File: config.mk
export PLATFORM = sky130hd
export DESIGN_NAME = operand_address_generator
export DESIGN_NICKNAME = d
export VERILOG_FILES = /design/src/common/oag_pkg.sv /design/src/hw/oag_adder.sv /design/src/hw/oag_ptr_fetch.sv /design/src/hw/operand_address_generator.sv
export SDC_FILE = /design/constraint.sdc
export NUM_CORES = 1
export LEC_CHECK = 0
export CORE_MARGIN = 4
export CORE_UTILIZATION = 60
export DETAILED_ROUTE_END_ITERATION = 16
export DONT_BUFFER_PORTS = 1
export PLACE_DENSITY = 0.76
export SLEW_MARGIN = 20
export SYNTH_ARGS = -nofsm -noshare
export SYNTH_HDL_FRONTEND = slang
export SYNTH_SLANG_ARGS = --single-unit
File: constraint.sdc
create_clock -name CLK_I -period 6.4 [get_ports CLK_I]
set_input_delay 1.28 -clock CLK_I [delete_from_list [all_inputs] [get_ports CLK_I]]
set_output_delay 1.28 -clock CLK_I [all_outputs]
set_load 0.1 [all_outputs]
File: src/common/oag_pkg.sv
/*
 Shared types and constants for the operand address generator.
 Assumes a single clock domain and an APB register port.
*/
package oag_pkg;
    localparam int DATA_W = 8;
    localparam int ADDR_W = 16;
    localparam int PADDR_W = 12;

    typedef enum logic [2:0] {
        MODE_REG = 3'h0,
        MODE_IMM = 3'h1,
        MODE_DP = 3'h2,
        MODE_ABS = 3'h3,
        MODE_IDX_X = 3'h4,
        MODE_IDX_X_INC = 3'h5,
        MODE_IDX_X_DP = 3'h6,
        MODE_ABS_IND = 3'h7
    } mode_t;

    typedef enum logic [2:0] {
        CLS_LOAD = 3'h0,
        CLS_STORE = 3'h1,
        CLS_CMP = 3'h2,
        CLS_ALU = 3'h3,
        CLS_RMW = 3'h4,
        CLS_XCHG = 3'h5,
        CLS_JUMP = 3'h6,
        CLS_OTHER = 3'h7
    } op_class_t;

    typedef enum logic [2:0] {
        SEL_A = 3'h0,
        SEL_X = 3'h1,
        SEL_Y = 3'h2,
        SEL_C = 3'h3,
        SEL_PSW = 3'h4
    } reg_sel_t;

    localparam logic [7:0] OPC_ADC_IMM = 8'h04;
    localparam logic [7:0] X_STEP = 8'h01;
    localparam int PSW_C_BIT = 0;
    localparam int PSW_G_BIT = 5;
    localparam int SHIFT_MSB = 7;

    // Register indices; byte address is index times four
    localparam logic [9:0] IDX_ACC = 10'h000;
    localparam logic [9:0] IDX_XREG = 10'h001;
    localparam logic [9:0] IDX_YREG = 10'h002;
    localparam logic [9:0] IDX_PSW = 10'h003;
    localparam logic [9:0] IDX_PAGE = 10'h0E1;
    localparam logic [7:0] RESET_BYTE = 8'h00;

    typedef struct packed {
        mode_t mode;
        op_class_t op_class;
        reg_sel_t reg_sel;
        logic [7:0] opcode;
        logic [7:0] op1;
        logic [7:0] op2;
    } req_t;

    typedef struct packed {
        logic [ADDR_W-1:0] addr;
        logic [DATA_W-1:0] operand;
        logic mem;
        logic rmw;
        logic illegal;
    } res_t;
endpackage

File: src/hw/oag_adder.sv
/*
 Width-parameterised adder with carry in and carry out.
 Purely combinational; the caller registers the result.
*/
module oag_adder #(
    parameter int W = 8
) (
    // Operands
    input wire logic [W-1:0] a_i,
    input wire logic [W-1:0] b_i,
    input wire logic cin_i,
    // Result
    output logic [W-1:0] sum_o,
    output logic cout_o
);
    logic [W:0] full;

    if (W < 1) begin
        $error("oag_adder: W must be positive");
    end

    always_comb begin
        full = (W+1)'(a_i) + (W+1)'(b_i) + (W+1)'(cin_i);
        sum_o = full[W-1:0];
        cout_o = full[W];
    end
endmodule

File: src/hw/oag_ptr_fetch.sv
/*
 Two-byte pointer fetch for the absolute indirect jump.
 Assumes a same-clock memory port that answers a held request with a
 one-cycle read-valid pulse.
*/
module oag_ptr_fetch
    import oag_pkg::*;
(
    input wire logic clk_i,
    input wire logic rst_i,
    // Start
    input wire logic start_i,
    input wire logic [ADDR_W-1:0] ptr_i,
    // Memory port
    output logic mem_req_o,
    output logic [ADDR_W-1:0] mem_addr_o,
    input wire logic [DATA_W-1:0] mem_rdata_i,
    input wire logic mem_rvalid_i,
    // Result
    output logic pc_load_o,
    output logic [ADDR_W-1:0] pc_o,
    output logic idle_o
);
    typedef enum logic [1:0] {
        F_IDLE = 2'h0,
        F_LO = 2'h1,
        F_HI = 2'h3,
        F_LOAD = 2'h2
    } fstate_t;

    fstate_t state_r;
    logic [ADDR_W-1:0] addr_r;
    logic [ADDR_W-1:0] pc_r;

    always_ff @(posedge clk_i) begin
        if (rst_i) begin
            state_r <= F_IDLE;
        end else begin
            unique case (state_r)
                F_IDLE: if (start_i) state_r <= F_LO;
                F_LO: if (mem_rvalid_i) state_r <= F_HI;
                F_HI: if (mem_rvalid_i) state_r <= F_LOAD;
                F_LOAD: state_r <= F_IDLE;
            endcase
        end
    end

    // Low byte first, then the byte at the next address
    always_ff @(posedge clk_i) begin
        if (rst_i) begin
            addr_r <= '0;
            pc_r <= '0;
        end else if (state_r == F_IDLE && start_i) begin
            addr_r <= ptr_i;
        end else if (state_r == F_LO && mem_rvalid_i) begin
            addr_r <= ADDR_W'(addr_r + ADDR_W'(1));
            pc_r[DATA_W-1:0] <= mem_rdata_i;
        end else if (state_r == F_HI && mem_rvalid_i) begin
            pc_r[ADDR_W-1:DATA_W] <= mem_rdata_i;
        end
    end

    assign mem_req_o = (state_r == F_LO) || (state_r == F_HI);
    assign mem_addr_o = addr_r;
    assign pc_load_o = (state_r == F_LOAD);
    assign pc_o = pc_r;
    assign idle_o = (state_r == F_IDLE);

    property p_ptr_step;
        @(posedge clk_i) disable iff (rst_i)
        (state_r == F_LO && mem_rvalid_i) |=> mem_addr_o == $past(mem_addr_o) + 16'h0001;
    endproperty
    a_ptr_step: assert property (p_ptr_step) else $error("pointer high byte address wrong");

    property p_pc_from_bytes;
        @(posedge clk_i) disable iff (rst_i)
        (state_r == F_HI && mem_rvalid_i) |=> pc_load_o && pc_o[ADDR_W-1:DATA_W] == $past(mem_rdata_i);
    endproperty
    a_pc_from_bytes: assert property (p_pc_from_bytes) else $error("jump target high byte wrong");
endmodule

File: src/hw/operand_address_generator.sv
/*
 Operand address generator of an 8-bit CPU core: turns opcode, operand
 bytes, X and the RAM page register into data addresses, and executes
 the few register updates tied to addressing.
 Assumes one clock, an APB master for the registers and a same-clock
 memory port for the indirect jump pointer.
*/
module operand_address_generator
    import oag_pkg::*;
(
    // Clock and reset
    input wire logic CLK_I,
    input wire logic RST_I,
    // APB register port
    input wire logic PSEL_I,
    input wire logic PENABLE_I,
    input wire logic PWRITE_I,
    input wire logic [oag_pkg::PADDR_W-1:0] PADDR_I,
    input wire logic [31:0] PWDATA_I,
    output logic [31:0] PRDATA_O,
    output logic PREADY_O,
    output logic PSLVERR_O,
    // Instruction request
    input wire logic REQ_VALID_I,
    input wire oag_pkg::req_t REQ_I,
    output logic REQ_READY_O,
    // Address result
    output logic RES_VALID_O,
    output oag_pkg::res_t RES_O,
    // Pointer memory port
    output logic MEM_REQ_O,
    output logic [oag_pkg::ADDR_W-1:0] MEM_ADDR_O,
    input wire logic [oag_pkg::DATA_W-1:0] MEM_RDATA_I,
    input wire logic MEM_RVALID_I,
    // Program counter load
    output logic PC_LOAD_O,
    output logic [oag_pkg::ADDR_W-1:0] PC_O
);
    import oag_pkg::*;

    logic [7:0] acc_r;
    logic [7:0] x_r;
    logic [7:0] y_r;
    logic [7:0] psw_r;
    logic [7:0] page_r;
    res_t res_r;
    res_t res_nxt;
    logic res_valid_r;
    logic [31:0] prdata_r;
    logic fire;
    logic ok;
    logic fetch_idle;
    logic fetch_start;
    logic [7:0] adc_sum;
    logic adc_cout;
    logic [7:0] dpx_sum;
    logic [7:0] xinc_sum;
    logic [9:0] idx;
    logic mapped;
    logic apb_wr;
    logic is_adc;
    logic is_asl;
    logic is_inc;
    logic [7:0] rd_byte;

    oag_adder #(.W(DATA_W)) u_adc (
        .a_i(acc_r),
        .b_i(REQ_I.op1),
        .cin_i(psw_r[PSW_C_BIT]),
        .sum_o(adc_sum),
        .cout_o(adc_cout)
    );

    oag_adder #(.W(DATA_W)) u_dpx (
        .a_i(x_r),
        .b_i(REQ_I.op1),
        .cin_i(1'b0),
        .sum_o(dpx_sum),
        .cout_o()
    );

    oag_adder #(.W(DATA_W)) u_xinc (
        .a_i(x_r),
        .b_i(X_STEP),
        .cin_i(1'b0),
        .sum_o(xinc_sum),
        .cout_o()
    );

    oag_ptr_fetch u_fetch (
        .clk_i(CLK_I),
        .rst_i(RST_I),
        .start_i(fetch_start),
        .ptr_i({REQ_I.op2, REQ_I.op1}),
        .mem_req_o(MEM_REQ_O),
        .mem_addr_o(MEM_ADDR_O),
        .mem_rdata_i(MEM_RDATA_I),
        .mem_rvalid_i(MEM_RVALID_I),
        .pc_load_o(PC_LOAD_O),
        .pc_o(PC_O),
        .idle_o(fetch_idle)
    );

    // APB decode: zero wait states, unmapped index answers with an error
    assign idx = PADDR_I[PADDR_W-1:2];
    assign mapped = idx == IDX_ACC || idx == IDX_XREG || idx == IDX_YREG ||
                    idx == IDX_PSW || idx == IDX_PAGE;
    assign apb_wr = PSEL_I && PENABLE_I && PWRITE_I && mapped;
    assign PREADY_O = 1'b1;
    assign PSLVERR_O = PSEL_I && PENABLE_I && !mapped;
    assign PRDATA_O = prdata_r;

    always_comb begin
        unique case (idx)
            IDX_ACC: rd_byte = acc_r;
            IDX_XREG: rd_byte = x_r;
            IDX_YREG: rd_byte = y_r;
            IDX_PSW: rd_byte = psw_r;
            IDX_PAGE: rd_byte = page_r;
            default: rd_byte = RESET_BYTE;
        endcase
    end

    // Read data is captured in the setup cycle so it comes from a flop
    always_ff @(posedge CLK_I) begin
        if (RST_I) begin
            prdata_r <= '0;
        end else if (PSEL_I && !PENABLE_I) begin
            prdata_r <= {24'h000000, rd_byte};
        end
    end

    // A new request waits while a pointer fetch is in flight
    assign REQ_READY_O = fetch_idle;
    assign fire = REQ_VALID_I && fetch_idle;

    always_comb begin
        res_nxt = '0;
        res_nxt.operand = REQ_I.op1;
        unique case (REQ_I.mode)
            MODE_REG: begin
                res_nxt.operand = RESET_BYTE;
                unique case (REQ_I.reg_sel)
                    SEL_A: res_nxt.operand = acc_r;
                    SEL_X: res_nxt.operand = x_r;
                    SEL_Y: res_nxt.operand = y_r;
                    SEL_C: res_nxt.operand = {7'h00, psw_r[PSW_C_BIT]};
                    SEL_PSW: res_nxt.operand = psw_r;
                    default: res_nxt.illegal = 1'b1;
                endcase
                res_nxt.illegal = res_nxt.illegal ||
                    (REQ_I.op_class == CLS_RMW && REQ_I.reg_sel != SEL_A);
            end
            MODE_IMM: begin
                if (psw_r[PSW_G_BIT]) begin
                    res_nxt.addr = {page_r, REQ_I.op1};
                    res_nxt.mem = 1'b1;
                end
            end
            MODE_DP: begin
                res_nxt.addr = {page_r, REQ_I.op1};
                res_nxt.mem = 1'b1;
            end
            MODE_ABS: begin
                res_nxt.addr = {REQ_I.op2, REQ_I.op1};
                res_nxt.mem = 1'b1;
                res_nxt.rmw = REQ_I.op_class == CLS_RMW;
                res_nxt.illegal = REQ_I.op_class == CLS_XCHG || REQ_I.op_class == CLS_JUMP;
            end
            MODE_IDX_X: begin
                res_nxt.addr = {page_r, x_r};
                res_nxt.mem = 1'b1;
                res_nxt.illegal = REQ_I.op_class == CLS_RMW || REQ_I.op_class == CLS_JUMP;
            end
            MODE_IDX_X_INC: begin
                res_nxt.addr = {page_r, x_r};
                res_nxt.mem = 1'b1;
                res_nxt.illegal = REQ_I.op_class != CLS_LOAD && REQ_I.op_class != CLS_STORE;
            end
            MODE_IDX_X_DP: begin
                res_nxt.addr = {page_r, dpx_sum};
                res_nxt.mem = 1'b1;
                res_nxt.rmw = REQ_I.op_class == CLS_RMW;
            end
            MODE_ABS_IND: begin
                res_nxt.addr = {REQ_I.op2, REQ_I.op1};
                res_nxt.illegal = REQ_I.op_class != CLS_JUMP;
            end
        endcase
    end

    assign ok = fire && !res_nxt.illegal;
    assign fetch_start = ok && REQ_I.mode == MODE_ABS_IND;
    assign is_adc = ok && REQ_I.mode == MODE_IMM && REQ_I.opcode == OPC_ADC_IMM;
    assign is_asl = ok && REQ_I.mode == MODE_REG && REQ_I.op_class == CLS_RMW;
    assign is_inc = ok && REQ_I.mode == MODE_IDX_X_INC;

    always_ff @(posedge CLK_I) begin
        if (RST_I) begin
            res_r <= '0;
            res_valid_r <= 1'b0;
        end else begin
            res_valid_r <= fire;
            if (fire) begin
                res_r <= res_nxt;
            end
        end
    end

    assign RES_VALID_O = res_valid_r;
    assign RES_O = res_r;

    // Software writes win over same-cycle updates from an instruction
    always_ff @(posedge CLK_I) begin
        if (RST_I) begin
            acc_r <= RESET_BYTE;
        end else if (apb_wr && idx == IDX_ACC) begin
            acc_r <= PWDATA_I[7:0];
        end else if (is_adc) begin
            acc_r <= adc_sum;
        end else if (is_asl) begin
            acc_r <= {acc_r[SHIFT_MSB-1:0], 1'b0};
        end
    end

    always_ff @(posedge CLK_I) begin
        if (RST_I) begin
            psw_r <= RESET_BYTE;
        end else if (apb_wr && idx == IDX_PSW) begin
            psw_r <= PWDATA_I[7:0];
        end else if (is_adc) begin
            psw_r[PSW_C_BIT] <= adc_cout;
        end else if (is_asl) begin
            psw_r[PSW_C_BIT] <= acc_r[SHIFT_MSB];
        end
    end

    always_ff @(posedge CLK_I) begin
        if (RST_I) begin
            x_r <= RESET_BYTE;
        end else if (apb_wr && idx == IDX_XREG) begin
            x_r <= PWDATA_I[7:0];
        end else if (is_inc) begin
            x_r <= xinc_sum;
        end
    end

    always_ff @(posedge CLK_I) begin
        if (RST_I) begin
            y_r <= RESET_BYTE;
            page_r <= RESET_BYTE;
        end else if (apb_wr && idx == IDX_YREG) begin
            y_r <= PWDATA_I[7:0];
        end else if (apb_wr && idx == IDX_PAGE) begin
            page_r <= PWDATA_I[7:0];
        end
    end

    property p_adc;
        @(posedge CLK_I) disable iff (RST_I)
        (is_adc && !apb_wr) |=> acc_r == 8'($past(acc_r) + $past(REQ_I.op1) + 8'($past(psw_r[PSW_C_BIT])));
    endproperty
    a_adc: assert property (p_adc) else $error("immediate add result wrong");

    property p_imm_value;
        @(posedge CLK_I) disable iff (RST_I)
        (fire && REQ_I.mode == MODE_IMM && !psw_r[PSW_G_BIT])
            |=> RES_VALID_O && !RES_O.mem && RES_O.operand == $past(REQ_I.op1);
    endproperty
    a_imm_value: assert property (p_imm_value) else $error("immediate operand wrong");

    property p_imm_page;
        @(posedge CLK_I) disable iff (RST_I)
        (fire && REQ_I.mode == MODE_IMM && psw_r[PSW_G_BIT])
            |=> RES_O.mem && RES_O.addr == {$past(page_r), $past(REQ_I.op1)};
    endproperty
    a_imm_page: assert property (p_imm_page) else $error("paged immediate address wrong");

    property p_dp;
        @(posedge CLK_I) disable iff (RST_I)
        (fire && REQ_I.mode == MODE_DP) |=> RES_O.addr == {$past(page_r), $past(REQ_I.op1)};
    endproperty
    a_dp: assert property (p_dp) else $error("direct page address wrong");

    property p_abs;
        @(posedge CLK_I) disable iff (RST_I)
        (fire && REQ_I.mode == MODE_ABS)
            |=> RES_O.addr == {$past(REQ_I.op2), $past(REQ_I.op1)} && RES_O.mem;
    endproperty
    a_abs: assert property (p_abs) else $error("absolute address wrong");

    property p_abs_rmw;
        @(posedge CLK_I) disable iff (RST_I)
        (fire && REQ_I.mode == MODE_ABS) |=> RES_O.rmw == ($past(REQ_I.op_class) == CLS_RMW);
    endproperty
    a_abs_rmw: assert property (p_abs_rmw) else $error("absolute read-modify-write flag wrong");

    property p_idx_x;
        @(posedge CLK_I) disable iff (RST_I)
        (fire && REQ_I.mode == MODE_IDX_X) |=> RES_O.addr == {$past(page_r), $past(x_r)};
    endproperty
    a_idx_x: assert property (p_idx_x) else $error("X indexed address wrong");

    property p_xinc;
        @(posedge CLK_I) disable iff (RST_I)
        (is_inc && !apb_wr) |=> RES_O.addr[7:0] == $past(x_r) && x_r == 8'($past(x_r) + 8'h01);
    endproperty
    a_xinc: assert property (p_xinc) else $error("auto increment wrong");

    property p_inc_class;
        @(posedge CLK_I) disable iff (RST_I)
        (fire && REQ_I.mode == MODE_IDX_X_INC && REQ_I.op_class != CLS_LOAD && REQ_I.op_class != CLS_STORE)
            |=> RES_O.illegal && (x_r == $past(x_r) || $past(apb_wr));
    endproperty
    a_inc_class: assert property (p_inc_class) else $error("auto increment accepted wrong class");

    property p_idx_dp;
        @(posedge CLK_I) disable iff (RST_I)
        (fire && REQ_I.mode == MODE_IDX_X_DP)
            |=> RES_O.addr == {$past(page_r), 8'($past(x_r) + $past(REQ_I.op1))};
    endproperty
    a_idx_dp: assert property (p_idx_dp) else $error("offset indexed address wrong");

    property p_asl;
        @(posedge CLK_I) disable iff (RST_I)
        (is_asl && !apb_wr) |=> acc_r == {$past(acc_r[6:0]), 1'b0} && x_r == $past(x_r) && y_r == $past(y_r);
    endproperty
    a_asl: assert property (p_asl) else $error("register shift wrong");
endmodule

==> qor.txt <==
Remaining DRCs: 0
Seq/Total Area, Yosys: 35.7%
Gate power share: 11.4%
per-cell routed wire length: 20.7 um
Leak: 2.27 nW
PD cells: 230 mW/mm2
Routed Antenna Nets: 0
CTS buffer count: 9
Hold Path Class: reg -> reg
pin count of the biggest net entering global routing: 113
# IOs: 189
CP endpoint kind: output pin
clock root buffer: clkbuf_8
FF-to-FF path depth: 8
Synth Register Bits: 110
CTS Sinks: 110
Slew HR: 23.4%
Final Cycle Share: 60.9%
slowest library cell on the worst path: or4b_2
area share of fa/ha/maj cells after synthesis: 4.22%
max_cap viols: 0
number of stages on the worst hold path: 2
Final Critical Period: 3.90 ns
CP arrival: 2.62 ns
initial antenna violation count: 0
Synth Area in Compound Gates: 22.9%
CTS tree: built
NetSw: 0.000518 W
design area: 0.00636 mm2
Cell Rows: 36
slowest stage delay, CP: 0.68 ns
Iter 0 DRT Violations: 568
vias in the first global route: 5415
gr ovfl total: 0
area growth from synthesis to layout: 3.15%
Final Power: 0.00146 W
Initial DRT Pass Iterations: 6
final hold violation count: 0
Layout Utilization: 64.2%
DR vias/cell: 6.57
Async SR Flop Fraction: 0%
critical path startpoint category: primary input
RSZ-0062 raised after global routing: no
Largest register FFs: 27
largest family of logic cells by synthesized area: compound AO/OA/AOI/OAI gates
Die H: 109 um
IR drop worst, VDD: 121 uV
mean post-synth cell area: 8.14 um2
PortBufs: 0
Required @ worst endpoint: 5.12 ns
H-tree depth: 3
YS warnings: 0
Core Area: 0.00991 mm2
Post-Syn Instances: 757
initial core utilization: 62.2%
post-cts resize count: 0
RePlAce Congestion: 0.965
Slew Viols, Final: 0
switching part of the total power: 35.4%
DIE WIDTH: 109 um
crit path cell chain: or4b_2 -> nor3_1 -> nor3_2 -> clkbuf_16
post-synthesis xor/xnor area fraction: 3.55%
clk slew on worst S/H paths: 0.10 ns
mux contribution to synthesized area: 5.87%
Synth cell types: 65
outcome: completed
final wirelength: 18000 um
final count of negative-setup-slack endpoints: 0
detailed-route via count: 5689
gr usage total: 29.8%
Die ar.: 0.0120 mm2
setup TNS: 0 ns
CTS Buffer Depth: 2
internal reg-to-reg setup slack: 3.17 ns
FMAX: 256 MHz
CP max FO: 4
CP Class: in -> out
Synth Area in Simple Gates: 21.0%
layout cells sized above 1: 5.05%
number of synthesized flops with an enable pin: 0
first-pass GRT wire length: 28000 um
prevailing post-synth register cell: dfxtp_1
Final HPWL DP: 13200 um
dpl cell area: 0.00614 mm2
FILL cells: 875
Clock Skew: 0.0204 ns
worst skew pair latency: 0.38 ns
Mapped Area: 0.00616 mm2
final hold slack: 0.484 ns
Clk pwr share: 31.1%
Sequential Power Share: 57.5%
CTS Hold Buffers Added: 0
Worst Tran Pin Value: 1.15 ns
Power Internal: 0.000946 W
# nets final: 838
post-CTS setup buffer count: 0
==> routing by layer <==
layer / global-route usage (%) / vias up / routed length (um)
met1: 37.2 / 2659 / 6790
li1: - / 2665 / -
met4: 14.5 / 0 / 677
met3: 8.63 / 55 / 2170
met2: 47.0 / 310 / 8330
met5: 0 / - / 0
==> cell usage in the layout (no fill, tap or decap), types with 10 or more instances in the layout <==
cell | netlist | final
conb_1 | 2 | 25
nor3_1 | 29 | 27
a21oi_1 | 50 | 50
o22ai_1 | 10 | 10
nand2_1 | 75 | 75
a31oi_1 | 10 | 10
mux2i_1 | 35 | 35
a221oi_1 | 12 | 12
xnor2_1 | 13 | 13
inv_1 | 10 | 10
nand3_1 | 13 | 13
xor2_1 | 12 | 12
clkbuf_8 | 0 | 10
a22oi_1 | 13 | 13
a211oi_1 | 23 | 23
ha_1 | 16 | 16
nor2_1 | 113 | 112
a222oi_1 | 14 | 14
dfxtp_1 | 110 | 110
o21ai_0 | 23 | 23
==> synth_stat cells (all sizes together) (3+ instances only) <==
library cell | count | area [um2]
xnor2 | 13 | 114
a311oi | 8 | 70.1
nor2b | 6 | 37.5
a21o | 3 | 22.5
nand3b | 3 | 22.5
ha | 16 | 200
mux2i | 35 | 350
nor2 | 113 | 424
nand2 | 75 | 282
xor2 | 12 | 105
nor3b | 4 | 30.0
o22ai | 10 | 62.6
fa | 3 | 60.1
a21boi | 9 | 67.6
a222oi | 14 | 140
nand4 | 6 | 37.5
and4 | 3 | 26.3
a221oi | 12 | 105
a211oi | 25 | 198
and2 | 5 | 31.3
and3 | 4 | 25.0
a31oi | 10 | 62.6
clkbuf | 37 | 139
nand2b | 3 | 18.8
a21oi | 50 | 250
or4 | 3 | 22.5
inv | 10 | 37.5
buf | 33 | 230
a2bb2oi | 3 | 26.3
o21ai | 25 | 125
nand3 | 13 | 65.1
a22oi | 13 | 97.6
dfxtp | 110 | 2200
or3 | 5 | 31.3
nor3 | 31 | 165
==> area by class of cell <==
cell class | count | area (um2) | area share (%)
well taps | 133 | 166 | 2.62
clock inverters | 6 | 81.3 | 1.28
multi-input cells | 590 | 3670 | 57.7
clock buffers | 10 | 138 | 2.16
diodes | 1 | 2.50 | 0.0394
repair buffers | 6 | 62.6 | 0.984
flip-flops and latches | 110 | 2200 | 34.6
inverters | 10 | 37.5 | 0.590
==> through the flow <==
step	setup slack [ns]	std cells
5_1_grt	2.44	865
6_report	2.50	866
4_1_cts	2.50	865
2_1_floorplan	1.26	780
3_3_place_gp	2.53	849
3_5_place_dp	2.50	849
==> power by group through the flow <==
| stage | clock network, W | logic, W | registers [W] |
|---|---|---|---|
| after floorplan | 0 | 0.000171 | 0.000852 |
| after global routing | 0.000490 | 0.000179 | 0.000845 |
| after detailed placement | 0 | 0.000164 | 0.000858 |
| after global placement | 0 | 0.000161 | 0.000857 |
| after CTS | 0.000458 | 0.000165 | 0.000842 |
| final | 0.000456 | 0.000166 | 0.000842 |
==> critical path: cells and delay by family <==
kind | cells | cell delay, ns
buffers and inverters | 1 | 0.22
and+or+nand+nor | 3 | 1.11
==> cells by family after synthesis <==
| group | Yosys count |
|---|---|
| AOI/OAI and AO/OA | 202 |
| adders and majority gates | 19 |
| other | 2 |
| DFF | 110 |
| xor gates and xnor gates | 25 |
| buffers and inverters | 80 |
| and+or+nand+nor | 283 |
| muxes | 36 |
==> path summary, 6_finish.rpt <==
| path | from | end |
|---|---|---|
| worst min-delay path | psw_r[3]$_SDFFE_PP0P_ | psw_r[3]$_SDFFE_PP0P_ |
| worst min register to register | psw_r[3]$_SDFFE_PP0P_ | psw_r[3]$_SDFFE_PP0P_ |
| worst max-delay path | PADDR_I[3] | PSLVERR_O |
| worst max register to register | u_fetch.state_r[0]$_SDFFE_PP0P_ | u_fetch.mem_addr_o[0]$_SDFFE_PP0P_ |
Power figures use the tool's default switching activity.
